===== src/inc/rcc_pkg.sv =====
// Purpose: Constants and types shared by the reset and clock control block.
// Assumes: Byte addresses on a 32-bit Avalon-MM slave, one register per word.
// Notes:   Overview of operation follows.
//
// Overview of operation
// Three trim modes: automatic, factory, user.
// Automatic trim needs hibernation present, enabled, counting.
// User trim is 7 bits, 0x40 nominal.
// Trim above nominal slows, below speeds oscillator.
// Trim result reads 1 success, 0 failure.
// PWM clock is system clock divided 1..64.
// Selected PWM divider reads back.
// Software reset returns whole device to defaults; here the cause and rail flags keep their values.
// Software reset keeps causes, sets software flag.
// Each source does full POR or system reset.
// Unset sources keep type; one write configures all.
// Reset types of all sources read back.
// Sticky cause flags until software or power-on clear.
// Software clears any subset; later causes re-set.
// Sleep gating keeps only sleep-marked peripheral clocks.
// Clocked peripherals wake the sleeping processor.
// Software reads SRAM size in bytes.
// USB PLL down stops PHY, registers stay.
// Software powers USB PLL before connecting.
// Separate rail brown-out flags, cleared by mask.
// Brown-out flags survive resets, software clear only; here rst, the power-on reset, also clears them.
// Per-rail brown-out action: none, interrupt, NMI, reset.
// Flag clearing is write-one-to-clear.
package rcc_pkg;
   // Register byte offsets
   localparam logic [5:0] OFF_TRIM       = 6'h00;
   localparam logic [5:0] OFF_PWM        = 6'h04;
   localparam logic [5:0] OFF_SWRST      = 6'h08;
   localparam logic [5:0] OFF_BEHAV      = 6'h0c;
   localparam logic [5:0] OFF_CAUSE      = 6'h10;
   localparam logic [5:0] OFF_SLEEP_CTL  = 6'h14;
   localparam logic [5:0] OFF_SLEEP_MASK = 6'h18;
   localparam logic [5:0] OFF_SRAM       = 6'h1c;
   localparam logic [5:0] OFF_USBPLL     = 6'h20;
   localparam logic [5:0] OFF_VCFG       = 6'h24;
   localparam logic [5:0] OFF_VSTAT      = 6'h28;
   // Trim register fields
   localparam int TRIM_W          = 7;
   localparam int TRIM_MODE_LSB   = 8;
   localparam int TRIM_RESULT_BIT = 16;
   localparam int TRIM_BUSY_BIT   = 17;
   localparam logic [6:0] TRIM_NOMINAL = 7'h40;
   typedef enum logic [1:0] {
      TRIM_MODE_NONE        = 2'b00,
      TRIM_MODE_AUTOMATIC   = 2'b01,
      TRIM_MODE_FACTORY     = 2'b10,
      TRIM_MODE_USER_VALUE  = 2'b11
   } trim_mode_t;
   typedef enum logic [1:0] {
      ST_IDLE    = 2'b00,
      ST_MEASURE = 2'b01,
      ST_ADJUST  = 2'b10
   } trim_state_t;
   // Automatic trim measurement
   localparam int SYS_CLK_HZ       = 25_000_000;
   localparam int REF_HZ           = 32_768;
   localparam int OSC_HZ           = 16_000_000;
   localparam int OSC_PRESCALE     = 32;
   localparam int TRIM_REF_PERIODS = 64;
   localparam int TRIM_TARGET      = (OSC_HZ / OSC_PRESCALE) * TRIM_REF_PERIODS / REF_HZ;
   localparam int TRIM_TOL         = 8;
   localparam int TRIM_MAX_STEPS   = 64;
   localparam int TRIM_CNT_W       = 12;
   // PWM divider select, ratio is two to the power of the code
   localparam int PWM_SEL_W = 3;
   localparam logic [2:0] PWM_SEL_MAX   = 3'h6;
   localparam logic [2:0] PWM_SEL_RESET = 3'h0;
   // Reset sources, behaviour and causes
   localparam int SRC_WDOG0 = 0;
   localparam int SRC_WDOG1 = 1;
   localparam int SRC_BOR   = 2;
   localparam int SRC_EXT   = 3;
   localparam logic [3:0] BEHAV_RESET = 4'h0;
   localparam int CAUSE_W            = 6;
   localparam int CAUSE_EXTERNAL_PIN = 0;
   localparam int CAUSE_POWER_ON     = 1;
   localparam int CAUSE_BROWNOUT     = 2;
   localparam int CAUSE_WATCHDOG     = 3;
   localparam int CAUSE_SOFTWARE     = 4;
   localparam int CAUSE_REGULATOR    = 5;
   localparam logic [5:0] CAUSE_RESET = 6'h02;
   localparam int RESET_HOLD_CYCLES  = 16;
   // Brown-out rails and actions
   localparam int RAIL_MAIN   = 0;
   localparam int RAIL_ANALOG = 1;
   localparam int RAIL_CORE   = 2;
   typedef enum logic [1:0] {
      BOR_NONE = 2'b00,
      BOR_INT  = 2'b01,
      BOR_NMI  = 2'b10,
      BOR_RST  = 2'b11
   } bor_action_t;
   localparam logic [5:0] VCFG_RESET = 6'h00;
endpackage


===== src/core/reset_and_clock_control.sv =====
// Purpose: System reset, oscillator trim, PWM clock, sleep gating and flags.
// Assumes: All inputs synchronous to sys_clk; rst is the power-on reset.
// Notes:   Avalon-MM slave with one wait state on every access.
`timescale 1ns/10ps
module reset_and_clock_control #(
   parameter int          NUM_PERIPH   = 8,
   parameter logic [31:0] SRAM_BYTES   = 32'h0000_8000,
   parameter bit          HAS_HIB      = 1'b1,
   parameter logic [6:0]  FACTORY_TRIM = 7'h40
) (
   input  wire logic                  sys_clk,
   input  wire logic                  rst,
   input  wire logic [5:0]            address,
   input  wire logic                  read,
   input  wire logic                  write,
   input  wire logic [3:0]            byteenable,
   input  wire logic [31:0]           writedata,
   output logic      [31:0]           readdata,
   output logic                       waitrequest,
   input  wire logic                  hibEnabled,
   input  wire logic                  rtcRunning,
   input  wire logic                  ref32kTick,
   input  wire logic                  oscTick,
   output logic      [6:0]            oscTrim,
   output logic                       pwmClkEn,
   input  wire logic                  wdog0Rst,
   input  wire logic                  wdog1Rst,
   input  wire logic                  externalResetPin_n,
   input  wire logic                  ldoReset,
   input  wire logic [2:0]            borEvent,
   output logic                       sysResetOut,
   output logic                       fullPorReqOut,
   output logic                       borIntReq,
   output logic                       borNmiReq,
   input  wire logic                  cpuSleep,
   input  wire logic [NUM_PERIPH-1:0] periphWake,
   output logic      [NUM_PERIPH-1:0] periphClkEn,
   output logic                       cpuWake,
   output logic                       usbPllPowerUp,
   output logic                       usbPhyEnable
);
   import rcc_pkg::*;

   logic                  ack_reg;
   logic [31:0]           rd_reg;
   logic                  wrEn;
   logic                  wrFull;
   logic [6:0]            trim_reg;
   logic                  result_reg;
   logic                  busy_reg;
   trim_state_t           state_reg;
   logic [TRIM_CNT_W-1:0] oscCnt_reg;
   logic [6:0]            refCnt_reg;
   logic [6:0]            steps_reg;
   logic [2:0]            pwmSel_reg;
   logic [5:0]            pwmCnt_reg;
   logic [5:0]            pwmMask;
   logic [3:0]            behav_reg;
   logic [CAUSE_W-1:0]    cause_reg;
   logic [CAUSE_W-1:0]    causeSet;
   logic [CAUSE_W-1:0]    causeClr;
   logic [CAUSE_W-1:0]    keepCause;
   logic                  gating_reg;
   logic [NUM_PERIPH-1:0] sleepMask_reg;
   logic                  usbPll_reg;
   logic [5:0]            vcfg_reg;
   logic [2:0]            vstat_reg;
   logic [2:0]            vstatClr;
   logic [4:0]            hold_reg;
   logic                  swReq;
   logic [3:0]            srcReq;
   logic                  anyReq;
   logic                  porSel;
   logic                  cfgClr;
   logic [2:0]            borRst;
   logic [2:0]            borInt;
   logic [2:0]            borNmi;
   logic                  autoAllowed;
   logic                  trimStart;
   trim_mode_t            trimMode;
   logic [3:0]            behavNext;

   // One wait state: the request is taken at the second edge after it rises
   assign waitrequest = (read | write) & ~ack_reg;
   assign wrEn        = write & ack_reg;
   assign wrFull      = wrEn & (byteenable == 4'hf);
   assign readdata    = rd_reg;

   always_ff @(posedge sys_clk) begin
      if (rst) begin
         ack_reg <= 1'b0;
      end else begin
         ack_reg <= (read | write) & ~ack_reg;
      end
   end

   // Read data is captured during the wait state so it is stable at the answer edge
   always_ff @(posedge sys_clk) begin
      if (rst) begin
         rd_reg <= 32'h0;
      end else if (read & ~ack_reg) begin
         case (address)
            OFF_TRIM:       rd_reg <= {14'h0, busy_reg, result_reg, 9'h0, trim_reg};
            OFF_PWM:        rd_reg <= {29'h0, pwmSel_reg};
            OFF_BEHAV: begin
               for (int i = 0; i < 4; i++) begin
                  rd_reg[2*i]   <= behav_reg[i];
                  rd_reg[2*i+1] <= ~behav_reg[i];
               end
               rd_reg[31:8] <= 24'h0;
            end
            OFF_CAUSE:      rd_reg <= {26'h0, cause_reg};
            OFF_SLEEP_CTL:  rd_reg <= {31'h0, gating_reg};
            OFF_SLEEP_MASK: rd_reg <= 32'(sleepMask_reg);
            OFF_SRAM:       rd_reg <= SRAM_BYTES;
            OFF_USBPLL:     rd_reg <= {31'h0, usbPll_reg};
            OFF_VCFG:       rd_reg <= {26'h0, vcfg_reg};
            OFF_VSTAT:      rd_reg <= {29'h0, vstat_reg};
            default:        rd_reg <= 32'h0;
         endcase
      end
   end

   // Reset requests from every source
   assign swReq  = wrFull & (address == OFF_SWRST) & writedata[0];
   assign srcReq = {~externalResetPin_n, |borRst, wdog1Rst, wdog0Rst};
   assign anyReq = swReq | (|srcReq) | ldoReset;
   // Full POR wins if any requesting source is configured for it; software is always system
   assign porSel = (|(srcReq & behav_reg)) | ldoReset;
   // Device registers return to default on any reset except the flags
   assign cfgClr = rst | anyReq;

   // Reset output stretcher; a retrigger restarts the hold
   always_ff @(posedge sys_clk) begin
      if (rst) begin
         hold_reg      <= 5'h0;
         sysResetOut   <= 1'b0;
         fullPorReqOut <= 1'b0;
      end else if (anyReq) begin
         hold_reg      <= 5'(RESET_HOLD_CYCLES);
         sysResetOut   <= ~porSel;
         fullPorReqOut <= porSel;
      end else if (hold_reg > 5'h1) begin
         hold_reg <= hold_reg - 5'h1;
      end else begin
         hold_reg      <= 5'h0;
         sysResetOut   <= 1'b0;
         fullPorReqOut <= 1'b0;
      end
   end

   // Reset behaviour: a field pair of 01 picks POR, 10 picks system, else unchanged
   always_comb begin
      behavNext = behav_reg;
      for (int i = 0; i < 4; i++) begin
         if (writedata[2*i] & ~writedata[2*i+1]) begin
            behavNext[i] = 1'b1;
         end else if (writedata[2*i+1] & ~writedata[2*i]) begin
            behavNext[i] = 1'b0;
         end
      end
   end

   always_ff @(posedge sys_clk) begin
      if (cfgClr) begin
         behav_reg <= BEHAV_RESET;
      end else if (wrFull && address == OFF_BEHAV) begin
         behav_reg <= behavNext;
      end
   end

   // Cause flags: sticky, set wins over a same-cycle clear
   assign causeSet = {ldoReset, swReq, wdog0Rst | wdog1Rst, |borRst, 1'b0,
                      ~externalResetPin_n};
   assign causeClr = (wrEn && address == OFF_CAUSE) ? writedata[5:0] : 6'h0;
   assign keepCause = cause_reg & ~causeClr;
   always_ff @(posedge sys_clk) begin
      if (rst) begin
         cause_reg <= CAUSE_RESET;
      end else begin
         cause_reg <= keepCause | causeSet;
      end
   end

   // Brown-out actions per rail
   always_comb begin
      for (int i = 0; i < 3; i++) begin
         borRst[i] = borEvent[i] & (vcfg_reg[2*i +: 2] == BOR_RST);
         borInt[i] = borEvent[i] & (vcfg_reg[2*i +: 2] == BOR_INT);
         borNmi[i] = borEvent[i] & (vcfg_reg[2*i +: 2] == BOR_NMI);
      end
   end

   always_ff @(posedge sys_clk) begin
      if (cfgClr) begin
         vcfg_reg <= VCFG_RESET;
      end else if (wrFull && address == OFF_VCFG) begin
         vcfg_reg <= writedata[5:0];
      end
   end

   always_ff @(posedge sys_clk) begin
      if (rst) begin
         borIntReq <= 1'b0;
         borNmiReq <= 1'b0;
      end else begin
         borIntReq <= |borInt;
         borNmiReq <= |borNmi;
      end
   end

   // Rail flags ignore system resets; only a write of one or the power-on reset clears a bit
   assign vstatClr = (wrEn && address == OFF_VSTAT) ? writedata[2:0] : 3'h0;
   always_ff @(posedge sys_clk) begin
      if (rst) begin
         vstat_reg <= 3'h0;
      end else begin
         vstat_reg <= (vstat_reg & ~vstatClr) | borEvent;
      end
   end

   // PWM divider select; unsupported codes are ignored
   always_ff @(posedge sys_clk) begin
      if (cfgClr) begin
         pwmSel_reg <= PWM_SEL_RESET;
      end else if (wrFull && address == OFF_PWM && writedata[2:0] <= PWM_SEL_MAX) begin
         pwmSel_reg <= writedata[2:0];
      end
   end

   // Enable pulse once every two-to-the-code cycles
   assign pwmMask = 6'((7'h1 << pwmSel_reg) - 7'h1);
   always_ff @(posedge sys_clk) begin
      if (cfgClr) begin
         pwmCnt_reg <= 6'h0;
         pwmClkEn   <= 1'b0;
      end else begin
         pwmCnt_reg <= pwmCnt_reg + 6'h1;
         pwmClkEn   <= (pwmCnt_reg & pwmMask) == pwmMask;
      end
   end

   // Sleep control and peripheral clock gating
   always_ff @(posedge sys_clk) begin
      if (cfgClr) begin
         gating_reg    <= 1'b0;
         sleepMask_reg <= '0;
         usbPll_reg    <= 1'b0;
      end else if (wrFull) begin
         if (address == OFF_SLEEP_CTL) begin
            gating_reg <= writedata[0];
         end
         if (address == OFF_SLEEP_MASK) begin
            sleepMask_reg <= writedata[NUM_PERIPH-1:0];
         end
         if (address == OFF_USBPLL) begin
            usbPll_reg <= writedata[0];
         end
      end
   end

   always_ff @(posedge sys_clk) begin
      if (rst) begin
         periphClkEn   <= '1;
         cpuWake       <= 1'b0;
         usbPllPowerUp <= 1'b0;
         usbPhyEnable  <= 1'b0;
      end else begin
         periphClkEn   <= (cpuSleep & gating_reg) ? sleepMask_reg : '1;
         cpuWake       <= cpuSleep & (|(periphWake & periphClkEn));
         usbPllPowerUp <= usbPll_reg;
         usbPhyEnable  <= usbPll_reg;
      end
   end

   // Oscillator trim: commands while busy are ignored
   assign trimMode    = trim_mode_t'(writedata[TRIM_MODE_LSB +: 2]);
   assign trimStart   = wrFull & (address == OFF_TRIM) & ~busy_reg;
   assign autoAllowed = HAS_HIB & hibEnabled & rtcRunning;

   always_ff @(posedge sys_clk) begin
      if (cfgClr) begin
         state_reg  <= ST_IDLE;
         trim_reg   <= FACTORY_TRIM;
         result_reg <= 1'b0;
         busy_reg   <= 1'b0;
         oscCnt_reg <= '0;
         refCnt_reg <= 7'h0;
         steps_reg  <= 7'h0;
      end else begin
         case (state_reg)
            ST_IDLE: begin
               if (trimStart) begin
                  case (trimMode)
                     TRIM_MODE_AUTOMATIC: begin
                        if (autoAllowed) begin
                           state_reg  <= ST_MEASURE;
                           busy_reg   <= 1'b1;
                           oscCnt_reg <= '0;
                           refCnt_reg <= 7'h0;
                           steps_reg  <= 7'h0;
                        end else begin
                           result_reg <= 1'b0;
                        end
                     end
                     TRIM_MODE_FACTORY: begin
                        trim_reg   <= FACTORY_TRIM;
                        result_reg <= 1'b1;
                     end
                     TRIM_MODE_USER_VALUE: begin
                        trim_reg   <= writedata[TRIM_W-1:0];
                        result_reg <= 1'b1;
                     end
                     default: result_reg <= result_reg;
                  endcase
               end
            end
            ST_MEASURE: begin
               if (!autoAllowed) begin
                  state_reg  <= ST_IDLE;
                  busy_reg   <= 1'b0;
                  result_reg <= 1'b0;
               end else begin
                  if (oscTick) begin
                     oscCnt_reg <= oscCnt_reg + 1'b1;
                  end
                  if (ref32kTick) begin
                     refCnt_reg <= refCnt_reg + 7'h1;
                     if (refCnt_reg == 7'(TRIM_REF_PERIODS - 1)) begin
                        state_reg <= ST_ADJUST;
                     end
                  end
               end
            end
            ST_ADJUST: begin
               oscCnt_reg <= '0;
               refCnt_reg <= 7'h0;
               if (oscCnt_reg + TRIM_CNT_W'(TRIM_TOL) >= TRIM_CNT_W'(TRIM_TARGET) &&
                   oscCnt_reg <= TRIM_CNT_W'(TRIM_TARGET + TRIM_TOL)) begin
                  state_reg  <= ST_IDLE;
                  busy_reg   <= 1'b0;
                  result_reg <= 1'b1;
               end else if (steps_reg == 7'(TRIM_MAX_STEPS - 1)) begin
                  state_reg  <= ST_IDLE;
                  busy_reg   <= 1'b0;
                  result_reg <= 1'b0;
               end else begin
                  state_reg <= ST_MEASURE;
                  steps_reg <= steps_reg + 7'h1;
                  // Too many ticks means too fast, so a larger code slows it
                  if (oscCnt_reg > TRIM_CNT_W'(TRIM_TARGET) && trim_reg != 7'h7f) begin
                     trim_reg <= trim_reg + 7'h1;
                  end else if (oscCnt_reg < TRIM_CNT_W'(TRIM_TARGET) && trim_reg != 7'h0) begin
                     trim_reg <= trim_reg - 7'h1;
                  end
               end
            end
            default: begin
               state_reg <= ST_IDLE;
               busy_reg  <= 1'b0;
            end
         endcase
      end
   end
   assign oscTrim = trim_reg;

   // Checks next to the logic they guard
   a_bus_one_wait: assert property (@(posedge sys_clk) disable iff (rst)
      (read || write) && waitrequest |=> !waitrequest)
      else $error("access not answered after one wait state");
   // Any flag set before a cycle without a clear write must still be set after it
   a_cause_sticky: assert property (@(posedge sys_clk) disable iff (rst)
      !(write && address == OFF_CAUSE) |=> (cause_reg & $past(cause_reg)) == $past(cause_reg))
      else $error("cause flag lost without a clear");
   a_sw_reset_flag: assert property (@(posedge sys_clk) disable iff (rst)
      swReq |=> cause_reg[CAUSE_SOFTWARE] && sysResetOut && !fullPorReqOut)
      else $error("software reset did not flag or reset");
   a_reset_hold: assert property (@(posedge sys_clk) disable iff (rst)
      $rose(sysResetOut) |-> sysResetOut [*8])
      else $error("system reset pulse too short");
   a_wdog_por_route: assert property (@(posedge sys_clk) disable iff (rst)
      wdog0Rst && behav_reg[SRC_WDOG0] |=> fullPorReqOut && !sysResetOut)
      else $error("watchdog did not request a full POR");
   a_rail_flag_set: assert property (@(posedge sys_clk) disable iff (rst)
      (|borEvent) |=> ((vstat_reg & $past(borEvent)) == $past(borEvent)))
      else $error("brown-out event not recorded");
   a_user_trim_load: assert property (@(posedge sys_clk) disable iff (rst)
      trimStart && trimMode == TRIM_MODE_USER_VALUE && !anyReq
      |=> oscTrim == $past(writedata[6:0]) && result_reg)
      else $error("user trim value not loaded");
   a_auto_blocked: assert property (@(posedge sys_clk) disable iff (rst)
      trimStart && trimMode == TRIM_MODE_AUTOMATIC && !autoAllowed && !anyReq
      |=> !busy_reg && !result_reg)
      else $error("automatic trim started without reference");
   a_pwm_half_rate: assert property (@(posedge sys_clk) disable iff (rst)
      pwmSel_reg == 3'h1 && $stable(pwmSel_reg) && pwmClkEn && !anyReq |=> !pwmClkEn)
      else $error("divide-by-two enable pulsed twice in a row");
   a_sleep_gating: assert property (@(posedge sys_clk) disable iff (rst)
      cpuSleep && gating_reg && !anyReq |=> periphClkEn == $past(sleepMask_reg))
      else $error("sleep gating does not follow sleep mask");
endmodule


===== config.mk =====
export PLATFORM = sky130hd
export DESIGN_NAME = reset_and_clock_control
export DESIGN_NICKNAME = d
export VERILOG_FILES = /design/src/inc/rcc_pkg.sv /design/src/core/reset_and_clock_control.sv
export SDC_FILE = /design/constraint.sdc
export NUM_CORES = 1
export LEC_CHECK = 0
export BUFFER_PORTS_ARGS = -buffer_cell sky130_fd_sc_hd__buf_2
export CAP_MARGIN = 20
export CORE_ASPECT_RATIO = 0.5
export CORE_MARGIN = 1.5
export CORE_UTILIZATION = 51
export CTS_BUF_LIST = sky130_fd_sc_hd__clkbuf_4 sky130_fd_sc_hd__clkbuf_8 sky130_fd_sc_hd__clkbuf_16
export DETAILED_ROUTE_END_ITERATION = 16
export PLACE_DENSITY_LB_ADDON = 0.25
export SYNTH_ARGS = -nofsm -noshare
export SYNTH_HDL_FRONTEND = slang
export SYNTH_SLANG_ARGS = --single-unit

===== constraint.sdc =====
create_clock -name sys_clk -period 8 [get_ports sys_clk]
set_clock_uncertainty 0.05 [all_clocks]
set_input_delay 1.2 -clock sys_clk [delete_from_list [all_inputs] [get_ports sys_clk]]
set_output_delay 1.2 -clock sys_clk [all_outputs]
set_load 0.05 [all_outputs]

==> results of run 1 <==
[critical path, delay by kind of cell]
kind,cells,cell delay (ps)
simple gates,3,1760
compound gates,4,730
buf+inv,1,170
[layout by cell type, fill, tap and decap left out, types with 2 or more instances in the layout]
cell         n
dfxtp_1    107
nor2_1      92
buf_2       79
nand2_1     51
a21oi_1     45
inv_1       30
nand3_1     28
mux2i_1     25
ha_1        23
conb_1      21
nor3_1      20
xor2_1      16
a221oi_1    12
xnor2_1     12
or2_2       11
nand4_1     10
nor2b_1     10
nand2b_1     9
clkbuf_16    9
and3_1       8
o21ai_0      8
a31oi_1      8
o22ai_1      8
a22oi_1      8
nor4_1       7
a211oi_1     7
o211ai_1     6
a21o_1       6
or3_1        5
a311oi_1     5
a222oi_1     4
nand3b_1     3
or4_1        3
a41o_1       3
nor3b_1      2
and2_1       2
o311ai_0     2
o41ai_1      2
a22o_1       2
[metal layers]
| metal | vias to the layer above | part of all wire | track usage |
|---|---|---|---|
| li1 | 2491 | - | - |
| met1 | 2370 | 0.47 | 0.3155 |
| met2 | 150 | 0.46 | 0.3828 |
| met3 | 32 | 0.051 | 0.04824 |
| met4 | 0 | 0.019 | 0.07692 |
| met5 | - | 0 | 0 |
[cells by family (layout without fill, tap and decap cells)]
| logic type | after synthesis | in the layout | synth area share |
|---|---|---|---|
| other cells | 1 | 21 | 0.0006654 |
| buf+inv | 82 | 125 | 0.06949 |
| flops | 107 | 107 | 0.3801 |
| xor+xnor | 28 | 28 | 0.04352 |
| simple gates | 270 | 270 | 0.2360 |
| fa+ha+maj | 24 | 24 | 0.05462 |
| mux | 25 | 25 | 0.04440 |
| compound gates | 139 | 139 | 0.1712 |
[power by group]
| part | switching [mW] | internal (mW) |
|---|---|---|
| Clock | 0.197 | 0.252 |
| Combinational | 0.0575 | 0.0177 |
| Sequential | 0.00285 | 0.536 |
| Total | 0.257 | 0.806 |
[per-stage QoR]
stage	std cells	hold slack, ps	utilization	worst slack, ps	instance area [um^2]
floorplan	696	365.2	-	4702	5710
global placement	863	380.1	0.5732	3948	6005
detailed placement	863	384.8	0.5732	3956	6005
CTS	878	394.6	0.6020	4334	6306
global route	879	411.2	0.6025	4116	6311
finish	879	396.8	0.6025	4308	6311
[final cells by class]
cell class / instances / share of cell area
timing repair buffer: 80 / 0.06384
multi-input combinational: 507 / 0.5034
inverter: 30 / 0.01784
clock inverter: 5 / 0.009913
tap: 140 / 0.02776
sequential: 107 / 0.3394
clock buffer: 10 / 0.03787
[how the worst max path moves through the flow]
| stage | start | endpoint | slack, ps |
|---|---|---|---|
| finish | address[5] | steps_reg[1]$_SDFFE_PP0P_ | 4310 |
| global route | address[5] | steps_reg[0]$_SDFFE_PP0P_ | 4120 |
| CTS | address[5] | steps_reg[1]$_SDFFE_PP0P_ | 4330 |
| detailed placement | address[5] | steps_reg[1]$_SDFFE_PP0P_ | 3960 |
| global placement | address[5] | steps_reg[1]$_SDFFE_PP0P_ | 3950 |
| floorplan | address[5] | oscCnt_reg[10]$_SDFFE_PP0P_ | 4700 |
==> metrics.cfg, run 1 <==
[power]
p_per_area_nw_per_um2=168.4
ir_worst_vdd_v=0.0001049
p_leak_nw=2.324
total_power_mw=1.063

[logic_synthesis]
ys_types=64
yosys_most_used_dff=dfxtp_1
synth_edf_count=0
synth_warnings=0
syn_area_um2=5635
synth.most_common_cell=dfxtp_1
netlist_instances=676
synth_area_leaders=dfxtp_1 38%, nor2_1 6.1%, ha_1 5.1%, mux2i_1 4.4%, a21oi_1 4.0%
avgSynthCellArea_um2=8.336
synth_seq_cells=107
synth_top_cell_area_share=0.3801
synthArstFlopShare=0
ys_top_cells_by_count=107 x dfxtp_1, 92 x nor2_1, 51 x nand2_1
yosysTopAreaCell=dfxtp_1
seq_area_frac_synth=0.3801

[sta]
worst_slew_pin_slew_ps=1044
hold_viol=0
tns_ps=0
grt_setup_unrepaired=false
slew_headroom=0.2933
period_needed_ps=3692
fin_crit_sh=0.4615
setup_viol=0
fmax_ghz=0.2708
drv_slew=0

[floorplanning]
fp.dieArea_um2=11730
core_um2=10480
start_util=0.5380
die_w_um=151.7
fp.dieH_um=77.33
fp-row-count=26
pin_count=122

[worst_setup_path]
reg2reg_from=oscCnt_reg[1]$_SDFFE_PP0P_
reg2reg_to=oscTrim[5]$_SDFFE_PP0P_
worst_ep_arrival_time_ps=3880
path_cells=buf_2 -> or4_4 -> nor4_4 -> a311o_1 -> or2_2 -> a211oi_1 -> a21oi_1 -> o22ai_1
cpPeakStageDelay_ps=760
critical_path_class=in2reg
r2r_slack_ps=4520
ff2ff_path_depth=10
cp_max_fo=46
start_kind=input pin
endpoint_kind=flip-flop
cp_slowest_cell=or2_2
required_ps=8190

[clock_network]
root_buffer=clkbuf_16
numClockSinks=107
clkLatencyLatePin_ps=350
cts_setup_buffers=0
cts_tree=done
cts_resized=0
clk_pin_slew_ps=70
cts_max_level=3
cts_made_buffers=9
cts_buffer_depth=2
ctsHoldBuffers=0

[grt]
grt_max_degree=47
grt_pass1_vias=4484
grt_first_pass_wirelength_mm=21.89
grt_overflow=0
antenna_found_initial=0
grt_usage=0.2365

[finish]
area_delta_synth_final_pct=11.99
multi_input_area_um2=3177
n_fill_cell=963
antenna_cells=0
largest_register_ffs=12
fin_nets=825
seqCellArea_um2=2142
drive_gt1_frac=0.1556

[run]
cap_viol_max_count=0

[routing]
drcViolationCount=0
first_iter_violations=366
first_pass_iters=5
vias_per_cell=5.737
avgRoutedWirePerCell_um=15.11
wl_mm=13.28
antenna_left=0
vias=5043

[hold_path]
min_to=steps_reg[6]$_SDFFE_PP0P_
min_path_cells=2
hold_path.startpoint=steps_reg[6]$_SDFFE_PP0P_
worstHoldPathType=reg2reg

[placement]
routabilityCongestion=0.9052
portBuffers=78
place_hpwl_mm=9.682

[run_status]
status=completed

No activity file was read; power rests on OpenSTA's default activity.
==> run 2, diff against run 1 <==
clock period = 3.4 ns   (was 8 ns; I/O delays follow)
==> run 2 against run 1 <==
Against the previous run: wire length is 3.8% higher; clock power grew to 2.6 times the previous value; critical endpoint is now oscTrim[6]$_SDFFE_PP1P_; die area stayed put; sequential cell count stayed put; setup slack worse by 3900 ps; sequential share of layout area is 0.44 points lower; hold slack worse by 64 ps; largest power group unchanged; count of clock-buffer cells in the layout is 1 higher.
==> metrics.cfg, run 2 (synthesis gave the netlist of run 1 again) <==
[run_status]
status=completed  ; unchanged

[clock_network]
clkLatencyLatePin_ps=350  ; about the same
cts_tree=done  ; unchanged
cts_max_level=3  ; unchanged
ctsHoldBuffers=0  ; unchanged
cts_resized=0  ; unchanged
cts_buffer_depth=2  ; unchanged
numClockSinks=107  ; unchanged
clk_pin_slew_ps=70  ; about the same
cts_setup_buffers=0  ; unchanged
cts_made_buffers=9  ; unchanged
root_buffer=clkbuf_16  ; unchanged

[finish]
largest_register_ffs=12  ; unchanged
area_delta_synth_final_pct=13.45  ; was 11.99%
antenna_cells=0  ; unchanged
fin_nets=832  ; was 825
layout_common_cells=107 x dfxtp_1, 92 x nor2_1, 78 x buf_2  ; was 107 x dfxtp_1, 92 x nor2_1, 79 x buf_2
drive_gt1_frac=0.1647  ; was 0.1556
final_common_cell=dfxtp_1  ; unchanged

[power]
combPwrFrac=0.070  ; was 0.071
seqPwrFrac=0.489  ; was 0.507
pwr-share-clk=0.442  ; was 0.422
ir_worst_vdd_v=0.0002320  ; was 0.0001049 V
sw_frac_of_total=0.2363  ; was 0.2418
internal-power_mw=1.983  ; was 0.8057 mW
switchingPower_mw=0.6136  ; was 0.2570 mW
total_power_mw=2.597  ; was 1.063 mW
p_leak_nw=2.375  ; was 2.324 nW
p_per_area_nw_per_um2=406.2  ; was 168.4 nW/um^2

[sta]
drv_slew=0  ; unchanged
period_needed_ps=3034
worst_slew_pin_slew_ps=1022  ; was 1044 ps
slew_headroom=0.3082  ; was 0.2933
hold_viol=0  ; unchanged
fin_crit_sh=0.8924
grt_setup_unrepaired=false  ; unchanged
fmax_ghz=0.3296
tns_ps=0  ; unchanged
setup_viol=0  ; unchanged

[grt]
antenna_found_initial=0  ; unchanged
grt_overflow=0  ; unchanged
grt_pass1_vias=4612  ; was 4484
grt_max_degree=31  ; was 47
grt_usage=0.2402  ; was 0.2365
grt_first_pass_wirelength_mm=22.34  ; was 21.89 mm

[worst_setup_path]
start_kind=flip-flop  ; was input pin
reg2reg_to=oscTrim[6]$_SDFFE_PP1P_  ; was oscTrim[5]$_SDFFE_PP0P_
endpoint_kind=flip-flop  ; unchanged
cp_slowest_cell=dfxtp_1  ; was or2_2
r2r_slack_ps=370  ; was 4520 ps
cp.buffers_inverters=1  ; unchanged
path_cells=nand4_1 -> a211oi_1 -> o32ai_1 -> buf_4 -> fa_1 -> a21oi_1 -> o211ai_1 -> a21oi_1 -> xor2_1 -> a221oi_1 -> a211o_1  ; was buf_2 -> or4_4 -> nor4_4 -> a311o_1 -> or2_2 -> a211oi_1 -> a21oi_1 -> o22ai_1
reg2reg_from=oscCnt_reg[7]$_SDFFE_PP0P_  ; was oscCnt_reg[1]$_SDFFE_PP0P_
cpPeakStageDelay_ps=490  ; was 760 ps
cp_max_fo=9  ; was 46
ff2ff_path_depth=11  ; was 10
required_ps=3590  ; was 8190 ps
critical_path.top_delay_family=compound AO/OA/AOI/OAI gates  ; was simple AND/OR/NAND/NOR gates
critical_path_class=reg2reg  ; was in2reg
crit_top_cell=a21oi_1
worst_ep_arrival_time_ps=3220  ; was 3880 ps

[routing]
avgRoutedWirePerCell_um=15.55  ; was 15.11 um
vias=5131  ; was 5043
first_iter_violations=376  ; was 366
antenna_left=0  ; unchanged
vias_per_cell=5.785  ; was 5.737
first_pass_iters=6  ; was 5
drcViolationCount=0  ; unchanged
wl_mm=13.79  ; was 13.28 mm

[placement]
portBuffers=78  ; unchanged
routabilityCongestion=0.9306  ; was 0.9052
place_hpwl_mm=10.18  ; was 9.682 mm

[floorplanning]
fp-row-count=26  ; unchanged
fp.dieArea_um2=11730  ; unchanged
fp.dieH_um=77.33  ; unchanged
core_um2=10480  ; unchanged
die_w_um=151.7  ; unchanged
start_util=0.5380  ; unchanged
pin_count=122  ; unchanged

[hold_path]
worstHoldPathType=in2reg  ; was reg2reg
hold_path.startpoint=externalResetPin_n  ; was steps_reg[6]$_SDFFE_PP0P_
min_to=cause_reg[0]$_SDFF_PP0_  ; was steps_reg[6]$_SDFFE_PP0P_
min_path_cells=2  ; unchanged

[run]
cap_viol_max_count=0  ; unchanged

[run 2: changes by cell type in the layout (fill, tap and decap cells not counted), sizes merged]
cell,before,now
clkbuf,10,11
clkinvlp,1,0
clkinv,2,1
inv,31,32
bufinv,1,2
buf,80,87
[run 2: metal layers]
metal  wire length [um]  vias up  global-route usage
met5                  0        -                   0
met4                263        0             0.07500
met3                928       26             0.04706
met2               6567      184              0.4077
met1               6031     2414              0.3075
li1                   -     2507                   -
[run 2: power groups by stage]
stage | Clock [mW] | Sequential [mW] | Combinational (mW)
finish | 1.15 | 1.27 | 0.181
global route | 1.22 | 1.27 | 0.195
CTS | 1.17 | 1.27 | 0.179
detailed placement | 0 | 1.30 | 0.178
global placement | 0 | 1.30 | 0.175
floorplan | 0 | 1.30 | 0.131
[run 2: area by class of cell]
type                       count  area, um^2
sequential                   107        2142
clock buffer                  11       246.5
fill                         940        4081
multi-input combinational    507        3177
timing repair buffer          87       457.9
tap                          140       175.2
inverter                      30       112.6
clock inverter                 5       82.58
[run 2: how the worst max path moves through the flow]
| stage | from | end | slack, ps | depth (start not counted) |
|---|---|---|---|---|
| 2_1_floorplan | oscTrim[1]$_SDFFE_PP0P_ | oscTrim[6]$_SDFFE_PP1P_ | 440 | 10 |
| 3_3_place_gp | address[5] | oscCnt_reg[7]$_SDFFE_PP0P_ | 320 | 7 |
| 3_5_place_dp | address[5] | oscCnt_reg[8]$_SDFFE_PP0P_ | 210 | 7 |
| 4_1_cts | oscCnt_reg[6]$_SDFFE_PP0P_ | oscTrim[6]$_SDFFE_PP1P_ | 380 | 11 |
| 5_1_grt | oscCnt_reg[6]$_SDFFE_PP0P_ | oscTrim[6]$_SDFFE_PP1P_ | 40 | 11 |
| 6_report | oscCnt_reg[7]$_SDFFE_PP0P_ | oscTrim[6]$_SDFFE_PP1P_ | 370 | 11 |
[run 2: per-stage QoR]
step,instance area (um^2),util,instances,setup WS [ps],hold WS [ps]
4_1_cts,6394,0.6104,887,377.4,323.4
5_1_grt,6394,0.6104,887,39.80,325.3
3_3_place_gp,6065,0.5790,871,318.4,374.0
2_1_floorplan,5710,-,696,437.9,365.2
3_5_place_dp,6065,0.5790,871,213.1,384.0
6_report,6394,0.6104,887,366.0,333.0
